<file path="config.mk">
export PLATFORM = sky130hd
export DESIGN_NAME = axis_cmd_unit
export DESIGN_NICKNAME = d
export VERILOG_FILES = /design/src/hdl/axis_cmd_pkg.sv /design/src/hdl/axis_cmd_unit.sv
export VERILOG_INCLUDE_DIRS = /design/src /design/src/hdl
export SDC_FILE = /design/constraint.sdc
export NUM_CORES = 1
export LEC_CHECK = 0
export ABC_CLOCK_PERIOD_IN_PS = 3100
export BUFFER_PORTS_ARGS = -buffer_cell sky130_fd_sc_hd__clkbuf_2
export CAP_MARGIN = 20
export CORE_AREA = 3 3 233 166
export CTS_CLUSTER_SIZE = 12
export DETAILED_ROUTE_END_ITERATION = 10
export DIE_AREA = 0 0 236 169
export GPL_ROUTABILITY_DRIVEN = 0
export HOLD_SLACK_MARGIN = 0.12
export PLACE_DENSITY = 0.63
export SYNTH_ARGS = -nofsm -noshare
export SYNTH_HDL_FRONTEND = slang
export SYNTH_SLANG_ARGS = --single-unit
</file>
<file path="constraint.sdc">
create_clock -name core_clk -period 3.1 [get_ports core_clk]
set_input_delay 0.775 -clock core_clk [delete_from_list [all_inputs] [get_ports core_clk]]
set_output_delay 0.775 -clock core_clk [all_outputs]
set_load 0.1 [all_outputs]
</file>
<file path="src/hdl/axis_cmd_cfg.svh">
// Purpose: constants for the axis zero-set and accel-update command block
// Assumes: one axis, register port with one-cycle read latency
// Notes: offsets are word indices on the plain register port
`ifndef AXIS_CMD_CFG_SVH
`define AXIS_CMD_CFG_SVH
`define CMD_IDLE 16'h0000
`define CMD_ORIGIN_SET 16'h0009
`define CMD_ACCEL_UPDATE 16'h000A
`define ADDR_CMD 4'h0
`define ADDR_CTRL 4'h1
`define ADDR_OFFSET 4'h2
`define ADDR_ACCEL 4'h3
`define ADDR_RESP 4'h4
`define ADDR_STATUS 4'h5
`define ADDR_WARN 4'h6
`define ADDR_ALARM 4'h7
`define ADDR_POS 4'h8
`define CTRL_PAUSE_BIT 0
`define CTRL_ABORT_BIT 1
`define ST_EXEC_BIT 0
`define ST_HOLD_BIT 1
`define ST_ERR_BIT 2
`define ST_DONE_BIT 3
`define ST_ORIGIN_BIT 4
`define ST_DIST_BIT 5
`define ST_LIMIT_BIT 6
`define ACCEL_TIMEOUT 8'hC8
`endif

</file>
<file path="src/hdl/axis_cmd_pkg.sv">
// Purpose: types for the axis command block
// Assumes: nothing
// Notes: one-hot state codes
package axis_cmd_pkg;
    typedef enum logic [3:0] {
        ST_IDLE = 4'h1,
        ST_ORIGIN = 4'h2,
        ST_ACCEL = 4'h4,
        ST_FINISH = 4'h8
    } cmd_state_t;
endpackage

</file>
<file path="src/hdl/axis_cmd_unit.sv">
// Purpose: per-axis handler for the origin-set and accel-update commands
// Assumes: drive parameter link answers with ack or fail pulses
// Notes: software writes the command word, reads response and status
// Functional notes
// RULE_01 - code 9 starts origin set
// RULE_02 - pause and abort bits ignored
// RULE_03 - apply origin offset after new zero
// RULE_04 - response 9 during origin set
// RULE_05 - executing bit during origin set
// RULE_06 - hold done stays low, origin set
// RULE_07 - error end sticky until new command
// RULE_08 - done bit after origin set
// RULE_09 - origin established bit when finished
// RULE_10 - host checks alarms and idle first
// RULE_11 - code 10 starts accel update
// RULE_12 - send accel time to drive constant
// RULE_13 - response 10 during accel update
// RULE_14 - executing bit during accel update
// RULE_15 - host writes 0 to finish
// RULE_16 - hold done stays low, accel update
// RULE_17 - accel error end until new command
// RULE_18 - done bit after accel update
// RULE_19 - keep latest warning and alarm
// RULE_20 - present position becomes origin
// RULE_21 - soft limits only after origin set
// RULE_22 - idle reports 0, not executing
`timescale 1ns/10ps
`include "axis_cmd_cfg.svh"
module axis_cmd_unit (
    input wire logic core_clk,
    input wire logic nrst,
    input wire logic [3:0] regAddr,
    input wire logic [31:0] regWdata,
    input wire logic regWr,
    input wire logic regRd,
    output logic [31:0] regRdata,
    input wire logic [31:0] presentPosition,
    input wire logic distributionDone,
    input wire logic [31:0] warningIn,
    input wire logic warningValid,
    input wire logic [31:0] alarmIn,
    input wire logic alarmValid,
    output logic paramWrReq,
    output logic [31:0] paramWrData,
    input wire logic paramAck,
    input wire logic paramFail,
    output logic softLimitEnable
);
    axis_cmd_pkg::cmd_state_t state; // command sequencer
    axis_cmd_pkg::cmd_state_t next_state; // combinational next
    logic [15:0] commandWord; // command code word
    logic [1:0] ctrlBits; // pause/abort, stored only
    logic [31:0] originOffsetValue; // offset applied at zero set
    logic [31:0] linearAccelTime; // accel time setting
    logic [31:0] machinePosition; // machine coordinate position
    logic [31:0] zeroBase; // raw position that is the new origin
    logic [15:0] responseCode; // command response word
    logic executing; // command executing flag
    logic errorEnd; // error end flag
    logic execDone; // execution done flag
    logic originDone; // origin established flag
    logic [31:0] latestWarning; // most recent warning
    logic [31:0] latestAlarm; // most recent alarm
    logic [7:0] waitCount; // drive answer timeout
    logic cmdWrite; // host writes command word
    logic newCmd; // write of a different command code

    // a rewrite of the same code is not a new command and keeps the flags
    assign cmdWrite = regWr && (regAddr == `ADDR_CMD);
    assign newCmd = cmdWrite && (regWdata[15:0] != commandWord);

    // register writes from the host
    always_ff @(posedge core_clk) begin
        if (!nrst) begin
            commandWord <= `CMD_IDLE;
            ctrlBits <= 2'h0;
            originOffsetValue <= 32'h00000000;
            linearAccelTime <= 32'h00000000;
        end else if (regWr) begin
            unique case (regAddr)
                `ADDR_CMD: commandWord <= regWdata[15:0];
                // held for readback; the sequencer never looks at them
                `ADDR_CTRL: ctrlBits <= regWdata[1:0]; // see RULE_02
                `ADDR_OFFSET: originOffsetValue <= regWdata;
                `ADDR_ACCEL: linearAccelTime <= regWdata;
                default: begin
                end
            endcase
        end
    end

    // next state from command word and drive answers
    always_comb begin
        next_state = state;
        unique case (state)
            axis_cmd_pkg::ST_IDLE: begin
                if (commandWord == `CMD_ORIGIN_SET) begin
                    next_state = axis_cmd_pkg::ST_ORIGIN; // see RULE_01
                end else if (commandWord == `CMD_ACCEL_UPDATE) begin
                    next_state = axis_cmd_pkg::ST_ACCEL; // see RULE_11
                end
            end
            // origin set is a single-cycle latch of the position
            axis_cmd_pkg::ST_ORIGIN: next_state = axis_cmd_pkg::ST_FINISH;
            axis_cmd_pkg::ST_ACCEL: begin
                if (paramAck || paramFail || waitCount == 8'h00) begin
                    next_state = axis_cmd_pkg::ST_FINISH;
                end
            end
            // stay until the host selects idle
            axis_cmd_pkg::ST_FINISH: begin
                if (commandWord == `CMD_IDLE) begin
                    next_state = axis_cmd_pkg::ST_IDLE; // see RULE_15
                end
            end
            default: next_state = axis_cmd_pkg::ST_IDLE;
        endcase
    end

    // state register
    always_ff @(posedge core_clk) begin
        if (!nrst) begin
            state <= axis_cmd_pkg::ST_IDLE;
        end else begin
            state <= next_state;
        end
    end

    // drive answer timeout; a silent drive counts as a fault
    // the count is long next to a normal answer, so only a dead drive trips it
    always_ff @(posedge core_clk) begin
        if (!nrst || state != axis_cmd_pkg::ST_ACCEL) begin
            waitCount <= `ACCEL_TIMEOUT;
        end else if (waitCount != 8'h00) begin
            waitCount <= waitCount - 8'h01;
        end
    end

    // parameter transfer to the drive's second-step accel constant
    always_ff @(posedge core_clk) begin
        if (!nrst) begin
            paramWrReq <= 1'b0;
            paramWrData <= 32'h00000000;
        end else begin
            // request holds until the drive answers or the timeout count runs out
            paramWrReq <= (next_state == axis_cmd_pkg::ST_ACCEL); // see RULE_12
            // frozen once running, so a late host write cannot change it
            if (state == axis_cmd_pkg::ST_IDLE) begin
                paramWrData <= linearAccelTime; // see RULE_12
            end
        end
    end

    // response code and executing flag follow the state
    always_ff @(posedge core_clk) begin
        if (!nrst) begin
            responseCode <= `CMD_IDLE;
            executing <= 1'b0;
        end else begin
            unique case (next_state)
                axis_cmd_pkg::ST_ORIGIN: begin
                    responseCode <= `CMD_ORIGIN_SET; // see RULE_04
                    executing <= 1'b1; // see RULE_05
                end
                axis_cmd_pkg::ST_ACCEL: begin
                    responseCode <= `CMD_ACCEL_UPDATE; // see RULE_13
                    executing <= 1'b1; // see RULE_14
                end
                axis_cmd_pkg::ST_FINISH: begin
                    // response code stays until the host selects idle
                    executing <= 1'b0; // see RULE_05
                end
                default: begin
                    responseCode <= `CMD_IDLE; // see RULE_22
                    executing <= 1'b0; // see RULE_22
                end
            endcase
        end
    end

    // done and error flags; a new command code clears both
    always_ff @(posedge core_clk) begin
        if (!nrst) begin
            execDone <= 1'b0;
            errorEnd <= 1'b0;
        end else begin
            if (newCmd) begin
                execDone <= 1'b0;
                errorEnd <= 1'b0; // see RULE_07
            end
            if (state == axis_cmd_pkg::ST_ORIGIN) begin
                execDone <= 1'b1; // see RULE_08
            end
            if (state == axis_cmd_pkg::ST_ACCEL && next_state == axis_cmd_pkg::ST_FINISH) begin
                execDone <= 1'b1; // see RULE_18
                // set wins over a clear in the same cycle
                if (paramFail || !paramAck) begin
                    errorEnd <= 1'b1; // see RULE_17
                end
            end
        end
    end

    // origin capture: no motion, current position becomes the offset value
    always_ff @(posedge core_clk) begin
        if (!nrst) begin
            zeroBase <= 32'h00000000;
            originDone <= 1'b0;
        end else if (state == axis_cmd_pkg::ST_ORIGIN) begin
            // offset means origin reads back as the offset value
            zeroBase <= presentPosition - originOffsetValue; // see RULE_20
            originDone <= 1'b1; // see RULE_09
        end
    end

    // machine coordinate, registered for readback
    always_ff @(posedge core_clk) begin
        if (!nrst) begin
            machinePosition <= 32'h00000000;
        end else begin
            machinePosition <= presentPosition - zeroBase; // see RULE_03
        end
    end

    // limits stay off until an origin exists; only reset clears it
    assign softLimitEnable = originDone; // see RULE_21

    // latest warning and alarm monitors
    always_ff @(posedge core_clk) begin
        if (!nrst) begin
            latestWarning <= 32'h00000000;
            latestAlarm <= 32'h00000000;
        end else begin
            if (warningValid) begin
                latestWarning <= warningIn; // see RULE_19
            end
            if (alarmValid) begin
                latestAlarm <= alarmIn; // see RULE_19
            end
        end
    end

    // read data, one cycle after the strobe, zero otherwise
    always_ff @(posedge core_clk) begin
        if (!nrst || !regRd) begin
            regRdata <= 32'h00000000;
        end else begin
            unique case (regAddr)
                `ADDR_CMD: regRdata <= {16'h0000, commandWord};
                `ADDR_CTRL: regRdata <= {30'h0, ctrlBits};
                `ADDR_OFFSET: regRdata <= originOffsetValue;
                `ADDR_ACCEL: regRdata <= linearAccelTime;
                `ADDR_RESP: regRdata <= {16'h0000, responseCode};
                `ADDR_STATUS: begin
                    // status word gathers the loose flags
                    regRdata <= 32'h00000000;
                    regRdata[`ST_EXEC_BIT] <= executing;
                    // hold done has no source here: never set
                    regRdata[`ST_HOLD_BIT] <= 1'b0; // see RULE_06, RULE_16
                    regRdata[`ST_ERR_BIT] <= errorEnd;
                    regRdata[`ST_DONE_BIT] <= execDone;
                    regRdata[`ST_ORIGIN_BIT] <= originDone;
                    regRdata[`ST_DIST_BIT] <= distributionDone;
                    regRdata[`ST_LIMIT_BIT] <= originDone;
                end
                `ADDR_WARN: regRdata <= latestWarning;
                `ADDR_ALARM: regRdata <= latestAlarm;
                `ADDR_POS: regRdata <= machinePosition;
                default: regRdata <= 32'h00000000;
            endcase
        end
    end

    // checks
    // response and executing flag in the origin cycle
    a_origin_response: assert property (@(posedge core_clk) disable iff (!nrst) // see RULE_04
        state == axis_cmd_pkg::ST_ORIGIN |-> responseCode == `CMD_ORIGIN_SET && executing)
        else $error("origin set response wrong");
    // response and executing flag while updating
    a_accel_response: assert property (@(posedge core_clk) disable iff (!nrst) // see RULE_13
        state == axis_cmd_pkg::ST_ACCEL |-> responseCode == `CMD_ACCEL_UPDATE && executing)
        else $error("accel response wrong");
    // origin set starts the cycle after code 9 is seen
    a_origin_start: assert property (@(posedge core_clk) disable iff (!nrst) // see RULE_01
        state == axis_cmd_pkg::ST_IDLE && commandWord == `CMD_ORIGIN_SET
        |=> state == axis_cmd_pkg::ST_ORIGIN)
        else $error("origin set not started");
    // update starts and asks the drive
    a_accel_start: assert property (@(posedge core_clk) disable iff (!nrst) // see RULE_11
        state == axis_cmd_pkg::ST_IDLE && commandWord == `CMD_ACCEL_UPDATE
        |=> state == axis_cmd_pkg::ST_ACCEL ##1 paramWrReq)
        else $error("accel update not started");
    // completion flags right after the origin cycle
    a_origin_done: assert property (@(posedge core_clk) disable iff (!nrst) // see RULE_09
        state == axis_cmd_pkg::ST_ORIGIN |=> originDone && execDone && !executing)
        else $error("origin completion flags wrong");
    // an accepted write ends the update with done set and executing low
    a_accel_finish: assert property (@(posedge core_clk) disable iff (!nrst) // see RULE_18
        state == axis_cmd_pkg::ST_ACCEL && paramAck |=> execDone && !executing)
        else $error("accel completion flags wrong");
    // a refused write ends in error
    a_accel_error: assert property (@(posedge core_clk) disable iff (!nrst) // see RULE_17
        state == axis_cmd_pkg::ST_ACCEL && paramFail |=> errorEnd)
        else $error("accel fault not flagged");
    // idle settles to response 0, not executing
    a_idle_quiet: assert property (@(posedge core_clk) disable iff (!nrst) // see RULE_22
        state == axis_cmd_pkg::ST_IDLE && $past(state) == axis_cmd_pkg::ST_IDLE
        |-> responseCode == `CMD_IDLE && !executing)
        else $error("idle not quiet");
    // soft limits switch on only out of an origin set
    a_limit_gate: assert property (@(posedge core_clk) disable iff (!nrst) // see RULE_21
        $rose(softLimitEnable) |-> $past(state) == axis_cmd_pkg::ST_ORIGIN)
        else $error("soft limit enabled early");
    // pause and abort requests never hold an origin set
    a_origin_runs: assert property (@(posedge core_clk) disable iff (!nrst) // see RULE_02
        state == axis_cmd_pkg::ST_ORIGIN && ctrlBits != 2'h0
        |=> state == axis_cmd_pkg::ST_FINISH)
        else $error("origin set held by control bits");
    // executing is low once a command has finished
    a_finish_quiet: assert property (@(posedge core_clk) disable iff (!nrst) // see RULE_14
        state == axis_cmd_pkg::ST_FINISH |-> !executing)
        else $error("executing high after finish");
    // error end holds until a different code is written
    a_error_sticky: assert property (@(posedge core_clk) disable iff (!nrst) // see RULE_07
        errorEnd && !newCmd |=> errorEnd)
        else $error("error end dropped early");
    // done holds until a different code is written
    a_done_sticky: assert property (@(posedge core_clk) disable iff (!nrst) // see RULE_18
        execDone && !newCmd |=> execDone)
        else $error("done dropped early");
    // a drive that never answers ends the update as a fault
    a_timeout_fault: assert property (@(posedge core_clk) disable iff (!nrst) // see RULE_17
        state == axis_cmd_pkg::ST_ACCEL && waitCount == 8'h00 && !paramAck
        |=> errorEnd && execDone)
        else $error("timeout not flagged");
    // two cycles on, the position reads the offset plus motion since the origin
    a_origin_zero: assert property (@(posedge core_clk) disable iff (!nrst) // see RULE_20
        state == axis_cmd_pkg::ST_ORIGIN |=> ##1 machinePosition == $past(presentPosition)
        - $past(presentPosition, 2) + $past(originOffsetValue, 2))
        else $error("machine position not rebased");
    // request and its data stand until the drive answers or time runs out
    a_param_hold: assert property (@(posedge core_clk) disable iff (!nrst) // see RULE_12
        state == axis_cmd_pkg::ST_ACCEL && !paramAck && !paramFail && waitCount != 8'h00
        |=> paramWrReq && $stable(paramWrData))
        else $error("drive request dropped early");
    // a finished command keeps its response code until idle is selected
    a_resp_hold: assert property (@(posedge core_clk) disable iff (!nrst) // see RULE_15
        state == axis_cmd_pkg::ST_FINISH && commandWord != `CMD_IDLE
        |=> $stable(responseCode))
        else $error("response changed before idle");
endmodule

</file>
Yosys cells after proc, flatten, opt, wreduce, memory -nomap -nowiden. Index checks and enable logic that the tools add are counted.

Add/subtract/negate cells: 3. Multiply operators: 0. Div/mod/pow operators: 0. $lt $le $gt $ge: 0. Eq/ne operators: 19. Shift operators: 0. Multiplexer cells: 14. Bitwise gates (word level): 0. Reductions and logical operators: 21.

Operator list (count): one-hot mux 32 bit (9 select lines) (1); subtractor 32 bit (2); one-hot mux 16 bit (3 select lines) (1); == test 16 x 4 -> 1 bit (second input constant) (2); == test 4 x 3 -> 1 bit (second input constant) (6); == test 4 x 2 -> 1 bit (second input constant) (4); zero test 16 bit (1); two-way mux 4 bit (4); inequality test 16 bit (1); one-hot mux 4 bit (4 select lines) (1); == test 4 bit (second input constant) (3); == test 4 x 1 -> 1 bit (second input constant) (2); zero test 8 bit (1); AND reduction 2 bit (4); nonzero test 8 bit (1); subtractor 8 x 1 -> 8 bit (second input constant) (1); two-way mux 1 bit (7); logical OR 1 bit (5); zero test 4 bit (1); inequality test 4 x 3 -> 1 bit (second input constant) (1); logical AND 1 bit (3); zero test 1 bit (3); nonzero test 3 bit (1); OR reduction 2 bit (1).

Flip-flop bits (word level): 307. Latch bits: 0. Bits in writable memories: 0. Bits in read-only memories: 0. Input bits: 141. Output and inout bits: 66. Logic and storage cells: 75. Memories kept: 0.

Logic depth before layout (Yosys ltp). Gate-level depths: netlist of run 1.

Depth after elaboration: 7. Gate-level depth with buffers: 12. Gate-level depth less buffers: 12.

Worst setup path before layout of run 1. No wires, ideal clock.

Path kind: input to register. From: input port presentPosition[0]. To: register zeroBase[28]. Setup time: 0.123 ns. Data arrival time: 3.007 ns. Data required time: 2.977 ns. Slack: -0.030 ns. Stages on the path: 12. Buffers on the path: 0. Path through: inv_1 -> ha_1 -> fa_1 -> nand2b_1 -> a21oi_1 -> o22ai_1 -> nor4_1 -> o32ai_1 -> o32a_1 -> a21oi_1 -> xnor2_1 -> o22ai_1.

Longest elaborated chain between the ends: 1.

Ends and longest elaborated chain: start, declared (RTL line axis_cmd_unit.sv:37) `input wire logic [31:0] presentPosition,`; subtractor 32 bit (RTL line axis_cmd_unit.sv:211) `zeroBase <= presentPosition - originOffsetValue;`; end signal, assigned (RTL line axis_cmd_unit.sv:211); end, declared (RTL line axis_cmd_unit.sv:56) `logic [31:0] zeroBase;`.

Every way passes these cells. A chain may end at the register's enable or synchronous reset.

Worst setup path after layout of run 1.
From: register originOffsetValue[0]. To: register zeroBase[28].

Longest elaborated chain between the ends: 1.

Ends and longest elaborated chain: start, declared (RTL line axis_cmd_unit.sv:53) `logic [31:0] originOffsetValue;`; start signal, assigned (RTL line axis_cmd_unit.sv:84) `` `ADDR_OFFSET: originOffsetValue <= regWdata; ``; subtractor 32 bit (RTL line axis_cmd_unit.sv:211).

Every way passes these cells.

==> flow_metrics.tcl, run 1 <==
set metrics [dict create \
    cts_sinks 294 \
    ctsResizeCount 0 \
    synth_top_area_share_pct 41.4 \
    max-cap-violations 0 \
    row_count 59 \
    crit_path_end "zeroBase[28]" \
    drt_iter0_drc 1249 \
    io-pin-count 207 \
    htreeDepth 1 \
    die_h_um 169 \
    post_cts.repair.setup_buffers 0 \
    grt_pass1_wl_um 73200 \
    synth.area.top_cells "dfxtp_1 (41%), nand2_1 (9.0%), a21oi_1 (7.6%)" \
    clock_latency_ns 0.57 \
    async_flop_share_pct 0 \
    cts_tree "done" \
    ir_drop_v 0.000411 \
    min_period_over_period_pct 96.6 \
    num_antenna_cells 0 \
    grt-ovfl-total 0 \
    hold_depth 3 \
    hold_violations 0 \
    layout_min_cycle_time_ns 2.99 \
    worst_pin_slew_ns 0.848 \
    cp_max_fo 4 \
    timing.rr.start "originOffsetValue[0]" \
    rrSetupSlack_ns 0.11 \
    synth_top_cell_by_area "dfxtp_1" \
    dr_total_vias 13616 \
    antenna_found_initial 2 \
    final-instance-count-excl-fill 2501 \
    powerDensity_nw_per_um2 498 \
    wirelength_um 47900 \
    ys_ff_latch 294 \
    syn_to_final_growth_pct 21.9 \
    synth_enable_flop_cells 0 \
    grt_max_degree 114 \
    fin_skew_ns 0.00991 \
    setup-violations-final 0 \
    seq_area_frac_synth_pct 41.4 \
    final_common_cell "nand2_1" \
    path_clk_slew_ns 0.06 \
    ant_nets 0 \
    timing.hold.ws_ns 0.445 \
    drive_above_1_share_pct 19.2 \
    r2r-end "zeroBase[28]" \
    path_class "reg2reg" \
    core_area_um2 36800 \
    synth_area_um2 14200 \
    yosysWarnings 0 \
    synth_ff_type "dfxtp_1" \
    fmax_mhz 334 \
    finalNetCount 2210 \
    die_x_um 236 \
    clockBufferDepth 3 \
    routedWlPerCell_um 19.2 \
    layout_common_cells "nand2_1 (341), dfxtp_1 (292), a21oi_1 (216)" \
    worstPathArrival_ns 3.44 \
    crit_start "originOffsetValue[0]" \
    layout_setup_ws_ns 0.105 \
    place_area_um2 16400 \
    outcome "finished, final reports clean" \
    dp_hpwl_um 35800 \
    cts-root-buf "clkbuf_16" \
    final_area_um2 17400 \
    critical_path.endpoint_type "flop" \
    viasPerCell 5.44 \
    hold_buffers 0 \
    relSlewSlack_pct 42.7 \
    globalRouteTotalUtil_pct 23.0 \
    cp_data_required_time_ns 3.55 \
    numCtsBuffers 30 \
    synth_nets 1961 \
    dp.cells 2459 \
    grt_pass1_vias 13027 \
    die-area_um2 39900 \
    synthCells 1754 \
    cp-start-kind "flop" \
    fin_tns_setup_ns 0 \
    initial_core_util_pct 38.6 \
    synth_cell_types 70 \
    drc 0 \
    maxSlewViolCount 0 \
    dpl_worst_slack_ns -0.377 \
    avgSynthCellArea_um2 8.11 \
    port_buffers 206 \
    firstDrtPassIters 7 \
    worst_r2r_path_depth 12 \
    worstHoldPathType "in2reg" \
    p_leak_uw 0.00693 \
]
-- synth_stat cells, drive strengths merged (9+ instances only) --
cell type,count
a211oi,9
nand4,9
nor2,145
a21oi,216
nor4,10
o21ai,48
a31oi,32
a221oi,15
nand2,341
nor2b,12
a21o,15
a22oi,45
mux2i,78
clkbuf,93
ha,64
nand3,22
buf,10
inv,82
nor3,22
xor2,41
nand2b,12
xnor2,28
dfxtp,294
-- routing by layer --
layer / up-vias / share of wire (%) / track usage (%)
met3: 80 / 7.8 / 4.54
met4: 4 / 2.4 / 5.63
met1: 6423 / 46 / 32.4
met5: - / 0.056 / 0
li1: 6559 / - / -
met2: 550 / 44 / 36.3
-- sequential cells by signal (all words and copies together), names as in the netlist --
signal	cells
latestAlarm	32
latestWarning	32
linearAccelTime	32
machinePosition	32
originOffsetValue	32
paramWrData	32
regRdata	32
zeroBase	32
commandWord	16
waitCount	8
state	4
responseCode	3
ctrlBits	2
errorEnd	1
execDone	1
executing	1
paramWrReq	1
softLimitEnable	1
-- kinds of logic after synthesis --
logic type | after synthesis | synth area share, %
xor gates and xnor gates | 69 | 4.25
adders and majority gates | 66 | 5.91
AOI/OAI and AO/OA | 442 | 19.3
and+or+nand+nor | 620 | 18.8
buffers and inverters | 185 | 4.90
DFF | 294 | 41.4
muxes | 78 | 5.49
-- through the flow --
step           util, %  power [µW]
5_1_grt           47.1        8940
3_5_place_dp      44.5        5080
3_3_place_gp      44.5        5070
4_1_cts           47.1        8680
2_1_floorplan        -        4650
6_report          47.1        8640
-- area by class of cell --
type	instances	area (µm²)
inverters	82	313
clock buffers	35	801
multi-input cells	1275	7690
fillers	3638	19500
clock inverters	7	135
well taps	488	611
flip-flops and latches	294	5890
repair buffers	320	1910
-- critical path: stages, from the launching register on --
cell	delay, ns
dfxtp_1	0.37
ha_1	0.23
fa_1	0.39
nand2b_1	0.18
a21oi_1	0.24
o22ai_2	0.18
nor4_1	0.24
buf_4	0.18
o32ai_1	0.10
o32a_1	0.33
a21oi_1	0.18
xnor2_1	0.15
o22ai_1	0.09
-- worst min path at each step --
stage	start	to	slack, ns
finish	warningIn[24]	latestWarning[24]	0.45
global route	alarmIn[24]	latestAlarm[24]	0.43
CTS	warningIn[24]	latestWarning[24]	0.42
detailed placement	zeroBase[11]	zeroBase[11]	0.45
global placement	zeroBase[27]	zeroBase[27]	0.44
floorplan	responseCode[3]	responseCode[3]	0.42
-- report_power, final --
part	internal, µW	switching, µW
clock network	2130	1490
logic	447	634
registers	3880	59.2
(Power assumes the default switching activity.)
==> run 2, diff against run 1 <==
CTS_BUF_LIST = sky130_fd_sc_hd__clkbuf_16   (was unset)
GPL_TIMING_DRIVEN = 0   (was unset)
TNS_END_PERCENT = 1   (was unset)
==> flow_metrics.tcl, run 2 (synthesized netlist as in run 1, its figures left out) <==
set metrics [dict create \
    outcome "finished, final reports clean" \
    cts-root-buf "clkbuf_16" \
    grt_pass1_vias 13059 \
    maxSlewViolCount 0 \
    path_class "reg2reg" \
    fin_skew_ns 0.0260 \
    row_count 59 \
    place_area_um2 15800 \
    max-cap-violations 0 \
    hold_violations 0 \
    clockBufferDepth 3 \
    globalRouteTotalUtil_pct 24.2 \
    rsz0062_at_grt "true" \
    die_h_um 169 \
    final_common_cell "nand2_1" \
    cts_sinks 294 \
    routedWlPerCell_um 20.4 \
    io-pin-count 207 \
    firstDrtPassIters 6 \
    numCtsBuffers 31 \
    syn_to_final_growth_pct 18.7 \
    drc 0 \
    dr_total_vias 13927 \
    finalNetCount 2196 \
    setup-violations-final 0 \
    grt-ovfl-total 0 \
    powerDensity_nw_per_um2 503 \
    hold_buffers 0 \
    relSlewSlack_pct 29.4 \
    htreeDepth 1 \
    worstPathArrival_ns 3.55 \
    cp_data_required_time_ns 3.56 \
    multi_input_area_um2 7760 \
    layout_min_cycle_time_ns 3.10 \
    worstHoldPathType "in2reg" \
    min_period_over_period_pct 99.9 \
    ir_drop_v 0.000412 \
    ant_nets 0 \
    path_clk_slew_ns 0.06 \
    dp_hpwl_um 39900 \
    cp_max_fo 5 \
    layout_common_cells "nand2_1 (341), dfxtp_1 (293), a21oi_1 (213)" \
    p_leak_uw 0.00652 \
    clock_latency_ns 0.58 \
    port_buffers 200 \
    dp.cells 2442 \
    cts_tree "done" \
    cp-start-kind "flop" \
    final-instance-count-excl-fill 2494 \
    viasPerCell 5.58 \
    critical_path.endpoint_type "flop" \
    core_area_um2 36800 \
    drive_above_1_share_pct 13.9 \
    die-area_um2 39900 \
    fill_cells 3688 \
    grt_pass1_wl_um 75500 \
    die_x_um 236 \
    regArea_um2 5890 \
    drt_iter0_drc 1586 \
    grt_max_degree 16 \
    fmax_mhz 323 \
    initial_core_util_pct 38.6 \
    wirelength_um 50800 \
    antenna_found_initial 2 \
    final_area_um2 16900 \
    worst_pin_slew_ns 1.06 \
]
==> run 2: cell count changes in the layout (fill, tap and decap cells not counted), moves of 5 or more <==
| cell | previous run | this run |
|---|---|---|
| buf_4 | 112 | 1 |
| clkbuf_1 | 3 | 93 |
| inv_1 | 81 | 90 |
| buf_1 | 0 | 8 |
| clkbuf_2 | 206 | 201 |
==> run 2: report_power, final <==
group          leakage, µW  internal (µW)  switching, µW
Clock             0.000476           1960           1570
Sequential         0.00239           3880           58.3
Combinational      0.00365            371            654
==> run 2: area by class of cell <==
cell class / instances / area share, %
buffer: 103 / 2.30
timing repair buffer: 202 / 6.00
clock inverter: 18 / 0.822
tap: 488 / 3.62
antenna: 1 / 0.0148
sequential: 294 / 34.9
clock buffer: 31 / 4.59
multi-input combinational: 1275 / 46.0
inverter: 82 / 1.82
==> run 2: per-stage QoR <==
step	utilization (%)	power (µW)	worst slack [ns]	hold WS (ns)	TNS (ns)
after floorplan	-	4650	0.0146	0.425	0
after global placement	43.0	4990	-0.821	0.441	-11.03
after detailed placement	43.0	5010	-0.817	0.445	-11.66
after CTS	45.6	8490	-0.0810	0.411	-0.0881
after global routing	45.8	8760	-0.144	0.434	-0.408
final	45.8	8490	0.00237	0.430	0
==> run 2: layer usage <==
layer / wire length (µm) / up-vias / GRT usage [%]
met2: 21100 / 659 / 36.1
met4: 1730 / 2 / 7.69
met3: 4570 / 89 / 4.97
met1: 23400 / 6637 / 35.0
li1: - / 6540 / -
met5: 11 / - / 0
==> run 2: worst max-delay path, stage by stage (launching register included) <==
cell and delay [ns]:
dfxtp_1 0.34, inv_1 0.05, ha_1 0.34, a21oi_1 0.31, nand2_1 0.09, a21oi_1 0.18
a2bb2oi_1 0.42, a31oi_2 0.20, a211oi_1 0.62, o21ai_0 0.23, xnor2_1 0.18, nor2_1 0.05
==> run 2: final timing paths <==
kind                 from                   to  slack (ns)  depth (start not counted)
max          zeroBase[12]  machinePosition[28]       0.002                         11
min           alarmIn[24]      latestAlarm[24]        0.43                          3
max reg2reg  zeroBase[12]  machinePosition[28]       0.002                         11
min reg2reg  zeroBase[25]         zeroBase[25]        0.45                          2
==> run 2: repair_timing <==
action / CTS / global route
setup buffers: 0 / 1
pin swaps: 0 / 3
resized for setup: 6 / 16
endpoints found under the setup margin: 9 / 16
==> run 3, diff against run 2 <==
ABC_CLOCK_PERIOD_IN_PS = 2900   (was 3100)
PLACE_DENSITY = 0.61   (was 0.63)
REMOVE_ABC_BUFFERS = 1   (was unset)
clock period = 2.9 ns   (was 3.1 ns; I/O delays follow)
==> flow_metrics.tcl, run 3 (synthesized netlist as in run 1, its figures left out) <==
set metrics [dict create \
    cts_sinks 294 \
    htreeDepth 1 \
    fin_util_pct 46.6 \
    finalNetCount 2129 \
    die-area_um2 39900 \
    die_h_um 169 \
    layout_common_cells "nand2_1 (339), dfxtp_1 (290), a21oi_1 (213)" \
    cp_data_required_time_ns 3.31 \
    timing.rr.start "zeroBase[0]" \
    crit_start "zeroBase[0]" \
    rsz0062_at_grt "true" \
    dp_hpwl_um 34600 \
    grt-ovfl-total 0 \
    worst_pin_slew_ns 0.954 \
    critical_path.endpoint_type "flop" \
    antenna_found_initial 4 \
    fin_skew_ns 0.0159 \
    clock_latency_ns 0.57 \
    min-delay-start "warningIn[15]" \
    cts_tree "done" \
    min_period_over_period_pct 98.5 \
    critPathTopFamily "compound AO/OA/AOI/OAI gates" \
    routedWlPerCell_um 19.7 \
    cp_max_fo 3 \
    drive_above_1_share_pct 17.9 \
    grt_util_met1_pct 33.4 \
    grt_pass1_vias 12222 \
    firstDrtPassIters 6 \
    outcome "finished, final reports clean" \
    cp-start-kind "flop" \
    path_class "reg2reg" \
    busiest_layer "met2" \
    path_clk_slew_ns 0.06 \
    grt_max_degree 138 \
    drt_iter0_drc 1243 \
    critPathSlowestCell "fa_2" \
    rrSetupSlack_ns 0.04 \
    ir_drop_v 0.000325 \
    setup-violations-final 0 \
    final_common_cell "nand2_1" \
    globalRouteTotalUtil_pct 22.8 \
    final_area_um2 17200 \
    hold_buffers 0 \
    worst-path-buf-inv 0 \
    numCtsBuffers 31 \
    fill_cells 3557 \
    fmax_mhz 350 \
    max-cap-violations 0 \
    dpl_worst_slack_ns -0.881 \
    layout_min_cycle_time_ns 2.86 \
    ant_nets 0 \
    place_area_um2 15900 \
    core_area_um2 36800 \
    cts-root-buf "clkbuf_16" \
    worstPathArrival_ns 3.27 \
    viasPerCell 5.42 \
    io-pin-count 207 \
    worstHoldPathType "in2reg" \
    clockBufferDepth 3 \
    fin_tns_setup_ns 0 \
    p_leak_uw 0.00664 \
    syn_to_final_growth_pct 20.7 \
    initial_core_util_pct 38.6 \
    hold_violations 0 \
    grt_pass1_wl_um 71900 \
    timing.hold.ws_ns 0.397 \
    worstPathCellList "ha_2, fa_2, nor2b_4, o31a_1, o21ai_0, a211o_1, a31oi_4, a21o_1, a31oi_2, xnor2_2, nor2_1" \
    wirelength_um 47800 \
    die_x_um 236 \
    relSlewSlack_pct 36.0 \
    layout_setup_ws_ns 0.0437 \
    row_count 59 \
    grt_use_met3_pct 4.27 \
    dr_total_vias 13182 \
    powerDensity_nw_per_um2 520 \
    drc 0 \
    use_met2_pct 34.3 \
    port_buffers 206 \
    max_stage_delay_ns 0.37 \
    maxSlewViolCount 0 \
]
## run 3: cell types whose count changed in the layout (fill, tap and decap cells not counted), sizes merged
cell / before / now
diode: 1 / 3
buf: 11 / 31
bufinv: 2 / 1
clkbuf: 325 / 238
clkinv: 5 / 12
inv: 92 / 87
## run 3: worst paths after layout
| check | to | depth (start not counted) |
|---|---|---|
| worst min-delay path | latestWarning[15] | 3 |
| worst min register to register | zeroBase[16] | 2 |
| worst max-delay path | machinePosition[22] | 11 |
| worst max register to register | machinePosition[22] | 11 |
## run 3: metal layers
layer	vias up	share of wire, %	routed length [µm]
li1	6391	-	-
met1	6232	47	22400
met2	483	43	20600
met3	74	7.6	3630
met4	2	2.4	1150
met5	-	0.027	13
## run 3: what timing repair did
action / in CTS / in global routing
gates resized for setup: 15 / 41
gates cloned: 0 / 0
setup buffers: 0 / 8
pin swaps: 4 / 21
endpoints found under the setup margin: 15 / 19
## run 3: area by class of cell
| class | count | area [µm²] | share of cell area [%] |
|---|---|---|---|
| multi-input combinational | 1275 | 8010 | 46.6 |
| sequential | 294 | 5890 | 34.3 |
| timing repair buffer | 238 | 1460 | 8.50 |
| clock buffer | 31 | 776 | 4.52 |
| tap | 488 | 611 | 3.56 |
| inverter | 82 | 315 | 1.84 |
| clock inverter | 19 | 106 | 0.619 |
| antenna | 3 | 7.51 | 0.0437 |
## run 3: where the power goes
group          internal, µW  switching, µW  total, µW
registers              4150           61.6       4210
clock network          1990           1600       3590
logic                   438            691       1130
## run 3: worst register-to-register path, stage by stage, from the launching register on
cell	delay [ns]
dfxtp_1	0.32
ha_2	0.20
fa_2	0.37
nor2b_4	0.14
o31a_1	0.17
o21ai_0	0.13
a211o_1	0.34
a31oi_4	0.25
a21o_1	0.26
a31oi_2	0.14
xnor2_2	0.32
nor2_1	0.07
## run 3: per-stage QoR
step                power [µW]  std cells
floorplan                 4930       1651
global placement          5310       2345
detailed placement        5340       2368
CTS                       8940       2418
global route              9280       2430
finish                    8940       2430
